**src/design/wsc_consts.svh**
```systemverilog
// Offsets, field positions, reset, restart and fail-safe values of the wake source control bank
// How it works
// - Bit 5 selects low or high peak
// - Peak bit writable only in init/normal
// - Stop-mode peak write: no fault, no interrupt
// - Fail-safe entry forces wake register values
// - Reserved bit positions always read zero
// - Bits 7/6 enable second/first timer wake
// - Bit 2 watchdog stop-off, device-updatable
// - Bit 7 widens interrupt to all status
// - Measure bit ignores wake inputs one, two
// - Measurement runs in normal; host ignores levels
// - Bits 2:0 enable wake inputs three..one
// - Bus control two restart keeps bit 5
// - Internal wake restart keeps bits 7:6
// - External wake resets 0x07, restart keeps all
// - Three 2-bit pull fields, restart keeps
// - Pull codes: none, down, up, auto
`ifndef WSC_CONSTS_SVH
`define WSC_CONSTS_SVH

////////////////////////////////////////////////////////////////////////////////
// Register offsets (7-bit register address)
`define WSC_OFF_BUS_CTRL2     7'h05
`define WSC_OFF_INT_WAKE      7'h06
`define WSC_OFF_EXT_WAKE      7'h07
`define WSC_OFF_PULL_CFG      7'h08

////////////////////////////////////////////////////////////////////////////////
// Field positions
`define WSC_BC2_PEAK_BIT      5
`define WSC_IWC_T2_BIT        7
`define WSC_IWC_T1_BIT        6
`define WSC_IWC_WD_BIT        2
`define WSC_EWC_GLOBAL_BIT    7
`define WSC_EWC_MEAS_BIT      5
`define WSC_NUM_WAKE          3

////////////////////////////////////////////////////////////////////////////////
// Implemented bits, power-on / soft reset values, restart keep masks
`define WSC_BC2_MASK          8'h20
`define WSC_IWC_MASK          8'hc4
`define WSC_EWC_MASK          8'ha7
`define WSC_PULL_MASK         8'h3f
`define WSC_BC2_RST           8'h00
`define WSC_IWC_RST           8'h00
`define WSC_EWC_RST           8'h07
`define WSC_PULL_RST          8'h00
`define WSC_BC2_KEEP          8'h20
`define WSC_IWC_KEEP          8'hc0
`define WSC_EWC_KEEP          8'ha7
`define WSC_PULL_KEEP         8'h3f

////////////////////////////////////////////////////////////////////////////////
// Fail-safe forcing: kept bits, then bits forced to one
`define WSC_BC2_FS            8'h00
`define WSC_EWC_FS_KEEP       8'ha0
`define WSC_EWC_FS_SET        8'h07

////////////////////////////////////////////////////////////////////////////////
// Pull field codes
`define WSC_PULL_NONE         2'h0
`define WSC_PULL_DOWN         2'h1
`define WSC_PULL_UP           2'h2
`define WSC_PULL_AUTO         2'h3

`endif

```
**src/design/wsc_pkg.sv**
```systemverilog
// Types shared by the wake source control bank
`include "wsc_consts.svh"
package wsc_pkg;

  // Operating mode reported by the device mode controller
  typedef enum logic [1:0] {
    WSC_MODE_INIT,
    WSC_MODE_NORMAL,
    WSC_MODE_STOP,
    WSC_MODE_OTHER
  } wsc_mode_e;

  // Register bank state
  typedef struct packed {
    logic [7:0] bc2;          // Bus control two
    logic [7:0] iwc;          // Internal wake control
    logic [7:0] ewc;          // External wake control
    logic [7:0] pull;         // Wake input pull config
    logic [7:0] rdata;        // Read answer
    logic       rvalid;       // Read answer strobe
    logic       int_req;      // Interrupt request
    logic       wake_req;     // Wake request from pins
  } wsc_state_s;

  // Wake pin front end state
  typedef struct packed {
    logic [`WSC_NUM_WAKE-1:0] s1;        // Sync stage one
    logic [`WSC_NUM_WAKE-1:0] s2;        // Sync stage two
    logic [`WSC_NUM_WAKE-1:0] s3;        // Sync stage three
    logic [`WSC_NUM_WAKE-1:0] level;     // Accepted level
    logic [`WSC_NUM_WAKE-1:0] pull_up;   // Pull-up enables
    logic [`WSC_NUM_WAKE-1:0] pull_down; // Pull-down enables
  } wsc_pins_s;

endpackage

```
**src/design/wsc_wake_pins.sv**
```systemverilog
// Wake input synchroniser and pull resistor control
`include "wsc_consts.svh"
module wsc_wake_pins (
  // Clock and reset
  input  wire logic                      i_mclk,
  input  wire logic                      i_reset_n,
  // Pins and configuration
  input  wire logic [`WSC_NUM_WAKE-1:0]   i_pin,
  input  wire logic [2*`WSC_NUM_WAKE-1:0] i_pull_cfg,
  // Results
  output logic      [`WSC_NUM_WAKE-1:0]   o_level,
  output logic      [`WSC_NUM_WAKE-1:0]   o_pull_up,
  output logic      [`WSC_NUM_WAKE-1:0]   o_pull_down
);
  import wsc_pkg::*;

  wsc_pins_s                st_reg;   // Registered state
  wsc_pins_s                st_next;  // Next state
  logic [`WSC_NUM_WAKE-1:0] up_d;     // Decoded pull-up
  logic [`WSC_NUM_WAKE-1:0] dn_d;     // Decoded pull-down

  ////////////////////////////////////////////////////////////////////////////////
  // Per-input pull decode; auto follows the settled level so the pin is held, not fought
  genvar g;
  generate
    for (g = 0; g < `WSC_NUM_WAKE; g++) begin : g_pull
      logic [1:0] cfg;
      assign cfg     = i_pull_cfg[2*g +: 2];
      assign up_d[g] = (cfg == `WSC_PULL_UP) ||
                       ((cfg == `WSC_PULL_AUTO) && st_reg.level[g]);
      assign dn_d[g] = (cfg == `WSC_PULL_DOWN) ||
                       ((cfg == `WSC_PULL_AUTO) && !st_reg.level[g]);
    end
  endgenerate

  ////////////////////////////////////////////////////////////////////////////////
  // Next state: three-stage sync, accept a level once stages two and three agree
  always_comb begin
    st_next           = st_reg;
    st_next.s1        = i_pin;
    st_next.s2        = st_reg.s1;
    st_next.s3        = st_reg.s2;
    // Only bits where the late stages agree move; a lone glitch never lands
    st_next.level     = (st_reg.level & (st_reg.s2 ^ st_reg.s3)) |
                        (st_reg.s2 & ~(st_reg.s2 ^ st_reg.s3));
    st_next.pull_up   = up_d;
    st_next.pull_down = dn_d;
  end

  ////////////////////////////////////////////////////////////////////////////////
  // State register
  always_ff @(posedge i_mclk or negedge i_reset_n) begin
    if (!i_reset_n) begin
      st_reg <= '0;
    end else begin
      st_reg <= st_next;
    end
  end

  assign o_level     = st_reg.level;
  assign o_pull_up   = st_reg.pull_up;
  assign o_pull_down = st_reg.pull_down;
endmodule

```
**src/design/wsc_regs.sv**
```systemverilog
// Wake source control register bank: peak threshold, timer and pin wake control, pulls
`include "wsc_consts.svh"
module wsc_regs (
  // Clock and reset
  input  wire logic                     i_mclk,
  input  wire logic                     i_reset_n,
  // Register access from the serial control frame decoder
  input  wire logic                     i_wr_stb,
  input  wire logic                     i_rd_stb,
  input  wire logic [6:0]               i_addr,
  input  wire logic [7:0]               i_wdata,
  output logic      [7:0]               o_rdata,
  output logic                          o_rvalid,
  // Device mode and mode events
  input  wsc_pkg::wsc_mode_e            i_mode,
  input  wire logic                     i_soft_reset,
  input  wire logic                     i_restart,
  input  wire logic                     i_failsafe_entry,
  // Device-side update of the watchdog stop-off bit
  input  wire logic                     i_wd_off1_hw_stb,
  input  wire logic                     i_wd_off1_hw_val,
  // Interrupt sources
  input  wire logic                     i_wake_event,
  input  wire logic                     i_status_event,
  output logic                          o_int_req,
  // Wake pins
  input  wire logic [`WSC_NUM_WAKE-1:0] i_wake_pin,
  output logic      [`WSC_NUM_WAKE-1:0] o_wake_level,
  output logic      [`WSC_NUM_WAKE-1:0] o_pull_up,
  output logic      [`WSC_NUM_WAKE-1:0] o_pull_down,
  output logic                          o_wake_req,
  // Configuration outputs
  output logic                          o_supply_peak_threshold_sel,
  output logic                          o_first_timer_wake_en,
  output logic                          o_second_timer_wake_en,
  output logic                          o_stop_watchdog_off_bit1,
  output logic                          o_int_global,
  output logic                          o_wake_measure_sel,
  output logic                          o_wake_measure_active,
  output logic      [`WSC_NUM_WAKE-1:0] o_wake_in_en
);
  import wsc_pkg::*;

  wsc_state_s               st_reg;     // Registered state
  wsc_state_s               st_next;    // Next state
  logic [`WSC_NUM_WAKE-1:0] wake_level; // Settled pin levels
  logic [`WSC_NUM_WAKE-1:0] en_eff;     // Effective wake enables

  ////////////////////////////////////////////////////////////////////////////////
  // Effective wake enables: measurement use takes inputs one and two out of wake
  always_comb begin
    en_eff    = st_reg.ewc[2:0];
    en_eff[2] = st_reg.ewc[2];
    if (st_reg.ewc[`WSC_EWC_MEAS_BIT]) begin
      en_eff[1:0] = 2'h0;
    end
  end

  ////////////////////////////////////////////////////////////////////////////////
  // Next state; later steps override earlier ones:
  // host write, device update, restart, fail-safe, soft reset
  always_comb begin
    st_next        = st_reg;
    st_next.rvalid = 1'b0;
    st_next.rdata  = 8'h00;

    // Read answer; stored bits are already masked, so reserved reads zero
    if (i_rd_stb) begin
      st_next.rvalid = 1'b1;
      case (i_addr)
        `WSC_OFF_BUS_CTRL2: begin
          st_next.rdata = st_reg.bc2 & `WSC_BC2_MASK;
        end
        `WSC_OFF_INT_WAKE: begin
          st_next.rdata = st_reg.iwc & `WSC_IWC_MASK;
        end
        `WSC_OFF_EXT_WAKE: begin
          st_next.rdata = st_reg.ewc & `WSC_EWC_MASK;
        end
        `WSC_OFF_PULL_CFG: begin
          st_next.rdata = st_reg.pull & `WSC_PULL_MASK;
        end
        default: begin
          // Other addresses belong to other banks and read zero here
          st_next.rdata = 8'h00;
        end
      endcase
    end

    // Host write; reserved positions are dropped before storing
    if (i_wr_stb) begin
      case (i_addr)
        `WSC_OFF_BUS_CTRL2: begin
          if ((i_mode == WSC_MODE_INIT) || (i_mode == WSC_MODE_NORMAL)) begin
            st_next.bc2 = i_wdata & `WSC_BC2_MASK;
          end else begin
            // Stop and other modes: silently dropped, no fault and no interrupt source
            st_next.bc2 = st_reg.bc2;
          end
        end
        `WSC_OFF_INT_WAKE: begin
          st_next.iwc = i_wdata & `WSC_IWC_MASK;
        end
        `WSC_OFF_EXT_WAKE: begin
          st_next.ewc = i_wdata & `WSC_EWC_MASK;
        end
        `WSC_OFF_PULL_CFG: begin
          st_next.pull = i_wdata & `WSC_PULL_MASK;
        end
        default: begin
          st_next.bc2 = st_reg.bc2;
        end
      endcase
    end

    // Device update wins over a host write in the same cycle
    if (i_wd_off1_hw_stb) begin
      st_next.iwc[`WSC_IWC_WD_BIT] = i_wd_off1_hw_val;
    end

    // Restart: keep only the bits that survive it
    if (i_restart) begin
      st_next.bc2  = st_next.bc2 & `WSC_BC2_KEEP;
      st_next.iwc  = st_next.iwc & `WSC_IWC_KEEP;
      st_next.ewc  = st_next.ewc & `WSC_EWC_KEEP;
      st_next.pull = st_next.pull & `WSC_PULL_KEEP;
    end

    // Fail-safe entry forces the pin wake enables on but keeps the measure bit, so measuring still mutes inputs one and two
    if (i_failsafe_entry) begin
      st_next.bc2 = `WSC_BC2_FS;
      st_next.ewc = (st_next.ewc & `WSC_EWC_FS_KEEP) | `WSC_EWC_FS_SET;
    end

    // Soft reset returns the power-on values
    if (i_soft_reset) begin
      st_next.bc2  = `WSC_BC2_RST;
      st_next.iwc  = `WSC_IWC_RST;
      st_next.ewc  = `WSC_EWC_RST;
      st_next.pull = `WSC_PULL_RST;
    end

    // Interrupt scope: wake events always, other status only when global
    st_next.int_req  = i_wake_event ||
                       (st_reg.ewc[`WSC_EWC_GLOBAL_BIT] && i_status_event);
    // Pin wake request only from enabled, non-measurement inputs
    st_next.wake_req = |(wake_level & en_eff);
  end

  ////////////////////////////////////////////////////////////////////////////////
  // State register
  always_ff @(posedge i_mclk or negedge i_reset_n) begin
    if (!i_reset_n) begin
      st_reg          <= '0;
      st_reg.ewc      <= `WSC_EWC_RST;
    end else begin
      st_reg          <= st_next;
    end
  end

  ////////////////////////////////////////////////////////////////////////////////
  // Pin front end: sync and pull drive
  wsc_wake_pins u_pins (
    .i_mclk      (i_mclk),
    .i_reset_n   (i_reset_n),
    .i_pin       (i_wake_pin),
    .i_pull_cfg  (st_reg.pull[5:0]),
    .o_level     (wake_level),
    .o_pull_up   (o_pull_up),
    .o_pull_down (o_pull_down)
  );

  ////////////////////////////////////////////////////////////////////////////////
  // Outputs from the state registers; measurement active is also gated by i_mode
  assign o_rdata                     = st_reg.rdata;
  assign o_rvalid                    = st_reg.rvalid;
  assign o_int_req                   = st_reg.int_req;
  assign o_wake_req                  = st_reg.wake_req;
  assign o_wake_level                = wake_level;
  assign o_supply_peak_threshold_sel = st_reg.bc2[`WSC_BC2_PEAK_BIT];
  assign o_second_timer_wake_en      = st_reg.iwc[`WSC_IWC_T2_BIT];
  assign o_first_timer_wake_en       = st_reg.iwc[`WSC_IWC_T1_BIT];
  assign o_stop_watchdog_off_bit1    = st_reg.iwc[`WSC_IWC_WD_BIT];
  assign o_int_global                = st_reg.ewc[`WSC_EWC_GLOBAL_BIT];
  assign o_wake_measure_sel          = st_reg.ewc[`WSC_EWC_MEAS_BIT];
  // Measurement only runs in normal mode; host must ignore levels one and two then
  assign o_wake_measure_active       = st_reg.ewc[`WSC_EWC_MEAS_BIT] &&
                                       (i_mode == WSC_MODE_NORMAL);
  assign o_wake_in_en                = en_eff;

  // Plain cycle: no reset, restart or fail-safe step
  // overrides what a host write stores
  logic       quiet;   // Plain cycle
  logic [7:0] rd_mask; // Implemented bits at the address

  assign quiet = !i_soft_reset && !i_restart && !i_failsafe_entry;

  // Implemented-bit mask per address; unmapped has none
  always_comb begin
    case (i_addr)
      `WSC_OFF_BUS_CTRL2: begin
        rd_mask = `WSC_BC2_MASK;
      end
      `WSC_OFF_INT_WAKE: begin
        rd_mask = `WSC_IWC_MASK;
      end
      `WSC_OFF_EXT_WAKE: begin
        rd_mask = `WSC_EWC_MASK;
      end
      `WSC_OFF_PULL_CFG: begin
        rd_mask = `WSC_PULL_MASK;
      end
      default: begin
        rd_mask = 8'h00;
      end
    endcase
  end
endmodule

```
**config.mk**
```make
export PLATFORM = sky130hd
export DESIGN_NAME = wsc_regs
export DESIGN_NICKNAME = d
export VERILOG_FILES = /design/src/design/wsc_pkg.sv /design/src/design/wsc_wake_pins.sv /design/src/design/wsc_regs.sv
export VERILOG_INCLUDE_DIRS = /design/src /design/src/design
export SDC_FILE = /design/constraint.sdc
export NUM_CORES = 1
export LEC_CHECK = 0
export BUFFER_PORTS_ARGS = -buffer_cell sky130_fd_sc_hd__buf_2
export CAP_MARGIN = 0
export CORE_ASPECT_RATIO = 1.75
export CORE_MARGIN = 5
export CORE_UTILIZATION = 50
export CTS_BUF_LIST = sky130_fd_sc_hd__clkbuf_16
export CTS_CLUSTER_DIAMETER = 100
export DETAILED_ROUTE_END_ITERATION = 7
export PLACE_DENSITY = 0.78
export SLEW_MARGIN = 20
export SYNTH_ARGS = -nofsm -noshare
export SYNTH_HDL_FRONTEND = slang
export SYNTH_SLANG_ARGS = --single-unit
```
**constraint.sdc**
```tcl
create_clock -name i_mclk -period 1.2 [get_ports i_mclk]
set_input_delay 0 -clock i_mclk [delete_from_list [all_inputs] [get_ports i_mclk]]
set_output_delay 0 -clock i_mclk [all_outputs]
set_load 0.01 [all_outputs]
```
==> metrics.cfg, run 1 <==
[status]
status=completed

[route]
drt_iter0_drc=38
routedWlPerCell_um=15.50
vias=1606
routed_via_density=5.336
firstDrtPassIters=4
ant_nets=0
wl_um=4665
drc=0

[timing]
skew_ns=0.003475
fin_crit_ns=1.171
worstMarginPinSlew_ns=0.3989
min_period_over_period_pct=97.55
hold_violations=0
maxSlewViolCount=0
final.setup.tns_ns=0
relSlewSlack_pct=73.41
rsz0062_at_grt=no
max_freq_mhz=854.2
setup_violations=0

[logic_synthesis]
synth_edf_count=0
syn_avg_cell_area_um2=11.22
ys_seq_area_share_pct=56.28
synth.area.top_cells=dfrtp_1 (52%), buf_4 (6.9%), mux2i_1 (4.1%)
yosysMostFrequentCell=dfrtp_1
ys.flop_type=dfrtp_1
yosysWarningCount=0
ys_seq_elements=44
synth_nets=206
synthesis.area_um2=1963
syn-instance-count=175
yosysTopAreaCell=dfrtp_1
ys_async_sr_fraction_pct=100.0
yosysTopAreaCellShare_pct=52.26
ys_types=38
synthTopCellsByCount=dfrtp_1 (41), buf_4 (18), nand3_1 (13), nand2b_1 (12), mux2i_1 (8)

[clock_tree]
htree_levels=2
path_clk_slew_ns=0.06
clockBufferDepth=2
cts_sinks=44
cts-buffers-inserted=5
clock_latency_ns=0.28
cts_root_buf=clkbuf_16
cts_tree=done

[global_routing]
grt_first_pass_wirelength_um=7866
antenna_found_initial=0
grt_pass1_vias=1649
gr-usage-all-layers_pct=19.20
grt_overflow_total=0
grt_max_degree=21

[pwr]
powerDensity_nw_per_um2=1183
leakagePower_nw=1.267
ir_worst_vdd_uv=1215

[die]
fp.dieH_um=92.89
io_pins=61
rows=30
core_um2=3829
die_x_um=57.37
dieArea_um2=5329
initial_core_util_pct=51.27

[critical_path]
rrSetupSlack_ns=0.11
cp-start-kind=input pin
critPathTopFamily=buffers and inverters
critPathMaxFanout=3
path_cells=dlygate4sd3_1 > buf_2 > or4_1 > and3_1
critical_path_class=input pin to register
path_buf_inv=2
required_ns=1.37
worstPathArrival_ns=1.34
slowest_delay_ns=0.53
crit_slowest_cell=dlygate4sd3_1
critPathCaptureType=register

[placement]
dpl_cell_area_um2=2327
hpwl_um=3523
io_buffers=60
gp_congestion=0.8498

[cells_and_area]
antenna_cells=0
area_delta_synth_final_pct=34.42
drive_gt1_share_pct=37.94
nets=283
finalInstanceArea_um2=2639

[worst_hold_path]
hold_class=input pin to register

[run]
maxCapViolCount=0

[routing by layer]
layer	vias to the layer above	wire length, µm	GRT usage [%]	share of wire (%)
met4	0	60	8.124	1.3
met1	780	1648	20.92	35
met2	68	2673	34.91	57
met5	-	0	0	0
met3	6	282	3.766	6.0
li1	752	-	-	-
[tightest hold or removal path: cells and delay by family]
family	cells	cell delay [ns]
simple gates	2	0.22
buf+inv	1	0.08
[metrics by stage]
stage / total power [W] / setup WS, ns / cells / hold WS [ns] / util, %
after floorplan: 0.001668 / -0.1159 / 175 / -0.2956 / -
after global placement: 0.001826 / -0.1143 / 277 / -0.05221 / 60.78
after detailed placement: 0.001833 / -0.1292 / 277 / -0.05296 / 60.78
after CTS: 0.003158 / 0.01276 / 301 / 0.05164 / 68.66
after global routing: 0.003275 / 0.001205 / 301 / 0.07031 / 68.92
final: 0.003123 / 0.02935 / 301 / 0.05695 / 68.92
[area by class of cell]
type                    instances  area [µm²]
fillers                       308        1190
flip-flops and latches         44        1105
multi-input cells             102       689.4
repair buffers                 95       628.1
clock buffers                   5       125.1
well taps                      48       60.06
clock inverters                 3       16.27
inverters                       4       15.01
[power by group]
part           switching (W)  internal, W  total (W)
combinational       0.000147     0.000157   0.000304
clock               0.000517     0.000758    0.00127
sequential         0.0000254      0.00152    0.00154
[what timing repair did]
action,CTS,global route
resized for setup,0,3
hold buffers,16,0
endpoints found under the setup margin,0,3
buffers inserted,0,0
endpoints found under the hold margin,56,0
[placed cells by master, fill, tap and decap left out, types with 2 or more instances in the layout]
master	count
nand2b_1	12
clkbuf_16	5
a211oi_1	3
nor2_1	3
buf_4	17
dfrtp_1	41
mux2i_1	8
dfstp_2	3
o21ai_1	3
nand2_1	6
buf_2	60
inv_1	5
nor2b_2	2
nor2b_1	3
nand4_1	6
a21boi_0	6
mux2_2	2
and3_1	4
nand3_1	13
dlygate4sd3_1	16
nor3_1	3
o21ai_0	5
maj3_1	3
buf_12	2
a21oi_1	5
[cells by family (layout without fill, tap and decap cells)]
logic type	count (synthesis)	after routing	share of synthesized area [%]
and+or+nand+nor	64	64	19.82
DFF	44	44	56.28
buffers and inverters	29	107	9.113
AOI/OAI and AO/OA	25	25	8.030
muxes	10	10	5.226
adders and majority gates	3	3	1.530
[worst paths after layout]
path	cells past startpoint	startpoint	end
min in group asynchronous	2	i_reset_n	o_int_req$_DFF_PN0_
max in group asynchronous	3	i_reset_n	u_pins.st_reg[11]$_DFF_PN0_
setup / recovery	4	i_wdata[2]	o_stop_watchdog_off_bit1$_DFFE_PN0P_
hold reg to reg	0	u_pins.st_next[14]$_DFF_PN0_	u_pins.st_next[11]$_DFF_PN0_
setup reg to reg	3	o_wake_measure_sel$_DFFE_PN0P_	o_rdata[5]$_DFF_PN0_
hold / removal	3	i_restart	o_stop_watchdog_off_bit1$_DFFE_PN0P_
No activity file was read; power rests on OpenSTA's default activity.
==> run 2: changes to the inputs <==
--- a/config.mk
+++ b/config.mk
@@ -8,13 +8,15 @@
 export LEC_CHECK = 0
 export BUFFER_PORTS_ARGS = -buffer_cell sky130_fd_sc_hd__buf_2
 export CAP_MARGIN = 0
+export CELL_PAD_IN_SITES_DETAIL_PLACEMENT = 1
+export CELL_PAD_IN_SITES_GLOBAL_PLACEMENT = 2
 export CORE_ASPECT_RATIO = 1.75
 export CORE_MARGIN = 5
-export CORE_UTILIZATION = 50
+export CORE_UTILIZATION = 31
 export CTS_BUF_LIST = sky130_fd_sc_hd__clkbuf_16
 export CTS_CLUSTER_DIAMETER = 100
 export DETAILED_ROUTE_END_ITERATION = 7
-export PLACE_DENSITY = 0.78
+export PLACE_DENSITY_LB_ADDON = 0.1
 export SLEW_MARGIN = 20
 export SYNTH_ARGS = -nofsm -noshare
 export SYNTH_HDL_FRONTEND = slang
==> run 2 against run 1 <==
Compared with the run above:
- critical path depth is 2 lower
- non-clock buffer count stayed put
- combinational power is 2% higher
- fmax is 1.9% higher
- clock-buffer cell count stayed put
- utilization is 25 points lower
- setup slack better by 0.022 ns
- design area is 3.6% higher
- critical endpoint is now o_wake_in_en[1]
==> metrics.cfg, run 2 (same netlist as run 1, synthesis figures left out) <==
[status]
status=completed

[pwr]
power_frac_seq_pct=43.4
intPower_w=0.002858
clock_power_share_pct=47.9
ir_worst_vdd_uv=491.3
switching_share_pct=19.65
power.share.combinational_pct=8.7
switchingPower_w=0.0006989
powerDensity_nw_per_um2=1301
p_total_w=0.003556
leakagePower_nw=1.291

[timing]
timing.hold.ws_ns=0.004571
setup_violations=0
final.setup.tns_ns=0
setup_slack_ns=0.05106
rsz0062_at_grt=no
skew_ns=0.004516
hold_violations=0
min_period_over_period_pct=95.75
maxSlewViolCount=0
fin_crit_ns=1.149
relSlewSlack_pct=77.09
max_freq_mhz=870.4
worstMarginPinSlew_ns=0.3427

[global_routing]
grt_max_degree=32
antenna_found_initial=0
gr-usage-all-layers_pct=13.93
grt_overflow_total=0
grt_pass1_vias=1775
grt_first_pass_wirelength_um=8797

[clock_tree]
cts_tree=done
clock_latency_ns=0.28
path_clk_slew_ns=0.06
cts_setup_buffers=0
cts-buffers-inserted=5
cts_root_buf=clkbuf_16
clockBufferDepth=2
cts_sinks=44
htree_levels=2

[die]
dieArea_um2=8087
die_x_um=70.16
initial_core_util_pct=31.76
fp.dieH_um=115.3
io_pins=61
core_um2=6181
rows=38

[cells_and_area]
area_delta_synth_final_pct=39.20
multi_input_area_um2=689.4
final_common_cell=buf_2
antenna_cells=0
drive_gt1_share_pct=38.49
seq_area_um2=1105
nets=283
fillers=712
finalInstanceArea_um2=2733
final_cell_mix=buf_2 (60), dfrtp_1 (41), buf_4 (17), dlygate4sd3_1 (15), nand3_1 (13)

[route]
routedWlPerCell_um=16.26
drc=0
drt_iter0_drc=46
wl_um=5398
routed_via_density=4.855
ant_nets=0
vias=1612
firstDrtPassIters=5

[critical_path]
timing.rr.start=o_wake_in_en[2]$_DFFE_PN1P_
critPathTopFamily=flip-flops
slowest_delay_ns=0.55
rrSetupSlack_ns=0.09
path_buf_inv=1
rr_worst_depth=3
path_cells=nor2b_2 > buf_2
crit_slowest_cell=dfstp_2
critical_path_class=register to output port
critPathCaptureType=output port
required_ns=1.20
worstPathArrival_ns=1.15
reg2reg_to=o_rdata[2]$_DFF_PN0_
critPathMaxFanout=3
cp-start-kind=register

[placement]
pre_cts_ws_ns=-0.1835
dpl_cell_area_um2=2387
io_buffers=60
gp_congestion=0.8202
hpwl_um=4310

[worst_hold_path]
hold_depth=3
min_from=i_wdata[5]
hold_class=input pin to register
hold-path-endpoint=o_supply_peak_threshold_sel$_DFFE_PN0P_

[run]
maxCapViolCount=0

[run 2: worst max-delay path by stage]
stage | start | to | slack, ns | cells after the start
after global placement | i_addr[3] | o_stop_watchdog_off_bit1$_DFFE_PN0P_ | -0.11 | 4
after detailed placement | i_addr[3] | o_stop_watchdog_off_bit1$_DFFE_PN0P_ | -0.18 | 4
after global routing | st_reg[20]$_DFFE_PN1P_ | o_wake_in_en[1] | 0.02 | 2
after CTS | st_reg[20]$_DFFE_PN1P_ | o_wake_in_en[1] | 0.004 | 2
final | st_reg[20]$_DFFE_PN1P_ | o_wake_in_en[1] | 0.05 | 2
after floorplan | i_addr[3] | o_stop_watchdog_off_bit1$_DFFE_PN0P_ | -0.12 | 4
[run 2: per-layer routing]
layer  wire [µm]  GRT usage, %  vias up
met1        1928         14.01      790
met3         311         2.625       14
met2        2954         26.47       57
met5           0             0        -
li1            -             -      751
met4         204         7.801        0
[run 2: metrics by stage]
step / cells / utilization, %
2_1_floorplan: 175 / -
3_3_place_gp: 310 / 38.62
3_5_place_dp: 310 / 38.62
4_1_cts: 332 / 44.05
5_1_grt: 332 / 44.21
6_report: 332 / 44.21
[run 2: cell type report]
type	instances	share of cell area (%)
flip-flops and latches	44	40.43
multi-input cells	102	25.23
repair buffers	95	23.35
clock buffers	5	4.579
well taps	80	3.663
clock inverters	2	2.198
inverters	4	0.5495
[run 2: timing repair]
action,4_1_cts,5_1_grt
hold endpoints to repair,53,0
resized for setup,0,3
hold buffers,15,0
endpoints found under the setup margin,0,3
[run 2: tightest hold or removal path: stages]
cell and delay [ns]:
buf_2 0.12, nand2_1 0.05, mux2i_1 0.06
[run 2: power groups by stage]
stage               logic (W)  registers [W]  clock network [W]
floorplan            0.000102        0.00157                  0
global placement     0.000266        0.00157                  0
detailed placement   0.000278        0.00157                  0
CTS                  0.000317        0.00154            0.00175
global route         0.000343        0.00155            0.00183
finish               0.000310        0.00154            0.00170
==> run 3: changes to the inputs <==
==> constraint.sdc (replaced) <==
create_clock -name i_mclk -period 1.25 [get_ports i_mclk]
set_input_delay 0 -clock i_mclk [delete_from_list [all_inputs] [get_ports i_mclk]]
set_output_delay 0 -clock i_mclk [all_outputs]
set_load 0.01 [all_outputs]
==> run 3 against run 2 <==
Compared with the run above:
- first-iteration DRC count rose by 35%
- power down 4.3%
- die area did not move
- critical path depth did not move
- via count down 2.4%
- worst hold slack gained 0.00053 ns
- sequential power down 4%
- flip-flop and latch count is the same
- design area shrank 1.9%
- cell count shrank 1.2%
- clock power shrank 4%
- clock skew down 0.0011 ns
- critical endpoint unchanged
==> metrics.cfg, run 3 (same netlist as run 1, synthesis figures left out) <==
[worst_hold_path]
min_from=i_wdata[2]
hold-path-endpoint=o_wake_in_en[2]$_DFFE_PN1P_
hold_class=input pin to register
hold_depth=3

[clock_tree]
cts_root_buf=clkbuf_16
path_clk_slew_ns=0.06
cts_setup_buffers=0
cts_tree=done
htree_levels=2
cts_sinks=44
cts-buffers-inserted=5
clock_latency_ns=0.28
clockBufferDepth=2
cts.repair.resized=0

[timing]
min_period_over_period_pct=96.33
maxSlewViolCount=0
final.setup.tns_ns=0
relSlewSlack_pct=76.40
max_freq_mhz=830.5
setup_violations=0
skew_ns=0.003370
fin_crit_ns=1.204
worstMarginPinSlew_ns=0.3527
timing.hold.ws_ns=0.005102
rsz0062_at_grt=no
hold_violations=0

[critical_path]
required_ns=1.25
cp-start-kind=register
reg2reg_to=o_rdata[2]$_DFF_PN0_
critPathCaptureType=output port
timing.rr.start=o_wake_in_en[2]$_DFFE_PN1P_
rr_worst_depth=3
setup.worst_path.start=st_reg[20]$_DFFE_PN1P_
critical_path_class=register to output port
critPathMaxFanout=3
worstPathArrival_ns=1.20
rrSetupSlack_ns=0.09

[route]
vias=1574
ant_nets=0
drt_iter0_drc=62
wl_um=5401
drc=0
routed_via_density=4.799
firstDrtPassIters=4
routedWlPerCell_um=16.47

[cells_and_area]
nets=279
area_delta_synth_final_pct=36.52
layoutNonFillerInstCount=328
final_cell_mix=buf_2 (60), dfrtp_1 (41), dlygate4sd3_1 (15), buf_4 (14), nand3_1 (13)
antenna_cells=0
drive_gt1_share_pct=36.29
finalInstanceArea_um2=2680
final_common_cell=buf_2

[placement]
gp_congestion=0.8164
io_buffers=60
dpl_cell_area_um2=2345
place_inst=306
hpwl_um=4289

[pwr]
leakagePower_nw=1.262
ir_worst_vdd_uv=470.8
powerDensity_nw_per_um2=1269

[status]
status=completed

[die]
dieArea_um2=8087
fp.dieH_um=115.3
rows=38
die_x_um=70.16
io_pins=61
initial_core_util_pct=31.76
core_um2=6181

[global_routing]
grt_overflow_total=0
grt_first_pass_wirelength_um=8859
grt_max_degree=32
grt_pass1_vias=1722
gr-usage-all-layers_pct=14.17
antenna_found_initial=0

[run]
maxCapViolCount=0

[run 3: changes by cell type in the layout (fill, tap and decap cells not counted)]
cell      before  now
a211oi_1       3    4
buf_4         17   14
nor2b_1        3    5
buf_12         3    2
a211oi_2       1    0
nor2b_2        2    0
[run 3: power breakdown]
group          internal (W)  total, W  switching [W]
sequential          0.00146   0.00148      0.0000237
combinational      0.000143  0.000285       0.000142
clock               0.00113   0.00164       0.000503
total               0.00273   0.00340       0.000669
[run 3: layer usage]
metal	vias up	routed length (µm)	GRT usage (%)
met2	46	3044	26.97
li1	738	-	-
met1	782	1988	14.99
met4	0	117	6.138
met3	8	250	2.625
met5	-	0	0
[run 3: how the worst max path moves through the flow]
stage | end | slack (ns) | cells after the start
after floorplan | o_stop_watchdog_off_bit1$_DFFE_PN0P_ | -0.07 | 4
after global placement | o_stop_watchdog_off_bit1$_DFFE_PN0P_ | -0.06 | 4
after detailed placement | st_reg[13]$_DFFE_PN0P_ | -0.11 | 7
after CTS | o_wake_in_en[1] | 0.03 | 2
after global routing | o_wake_in_en[1] | 0.01 | 2
final | o_wake_in_en[1] | 0.05 | 2
[run 3: layout make-up]
type	instances	area, µm²
inverter	4	15.01
sequential	44	1105
tap	80	100.1
timing repair buffer	91	595.6
multi-input combinational	102	679.4
clock buffer	5	125.1
fill	733	3501
clock inverter	2	60.06
[run 3: worst max-delay path, stage by stage (launching register included)]
cell and delay [ns]:
dfstp_2 0.55, nor2b_1 0.21, buf_2 0.17
[run 3: metrics by stage]
stage | worst slack (ns) | total power, W | utilization (%)
finish | 0.04593 | 0.003402 | 43.36
global route | 0.01122 | 0.003555 | 43.36
CTS | 0.02608 | 0.003461 | 43.36
detailed placement | -0.1085 | 0.001763 | 37.94
global placement | -0.06143 | 0.001751 | 37.94
floorplan | -0.06591 | 0.001602 | -
[run 3: repair_timing]
item / 4_1_cts / 5_1_grt
endpoints found under the hold margin: 57 / 0
endpoints found under the setup margin: 0 / 0
hold buffers: 15 / 0
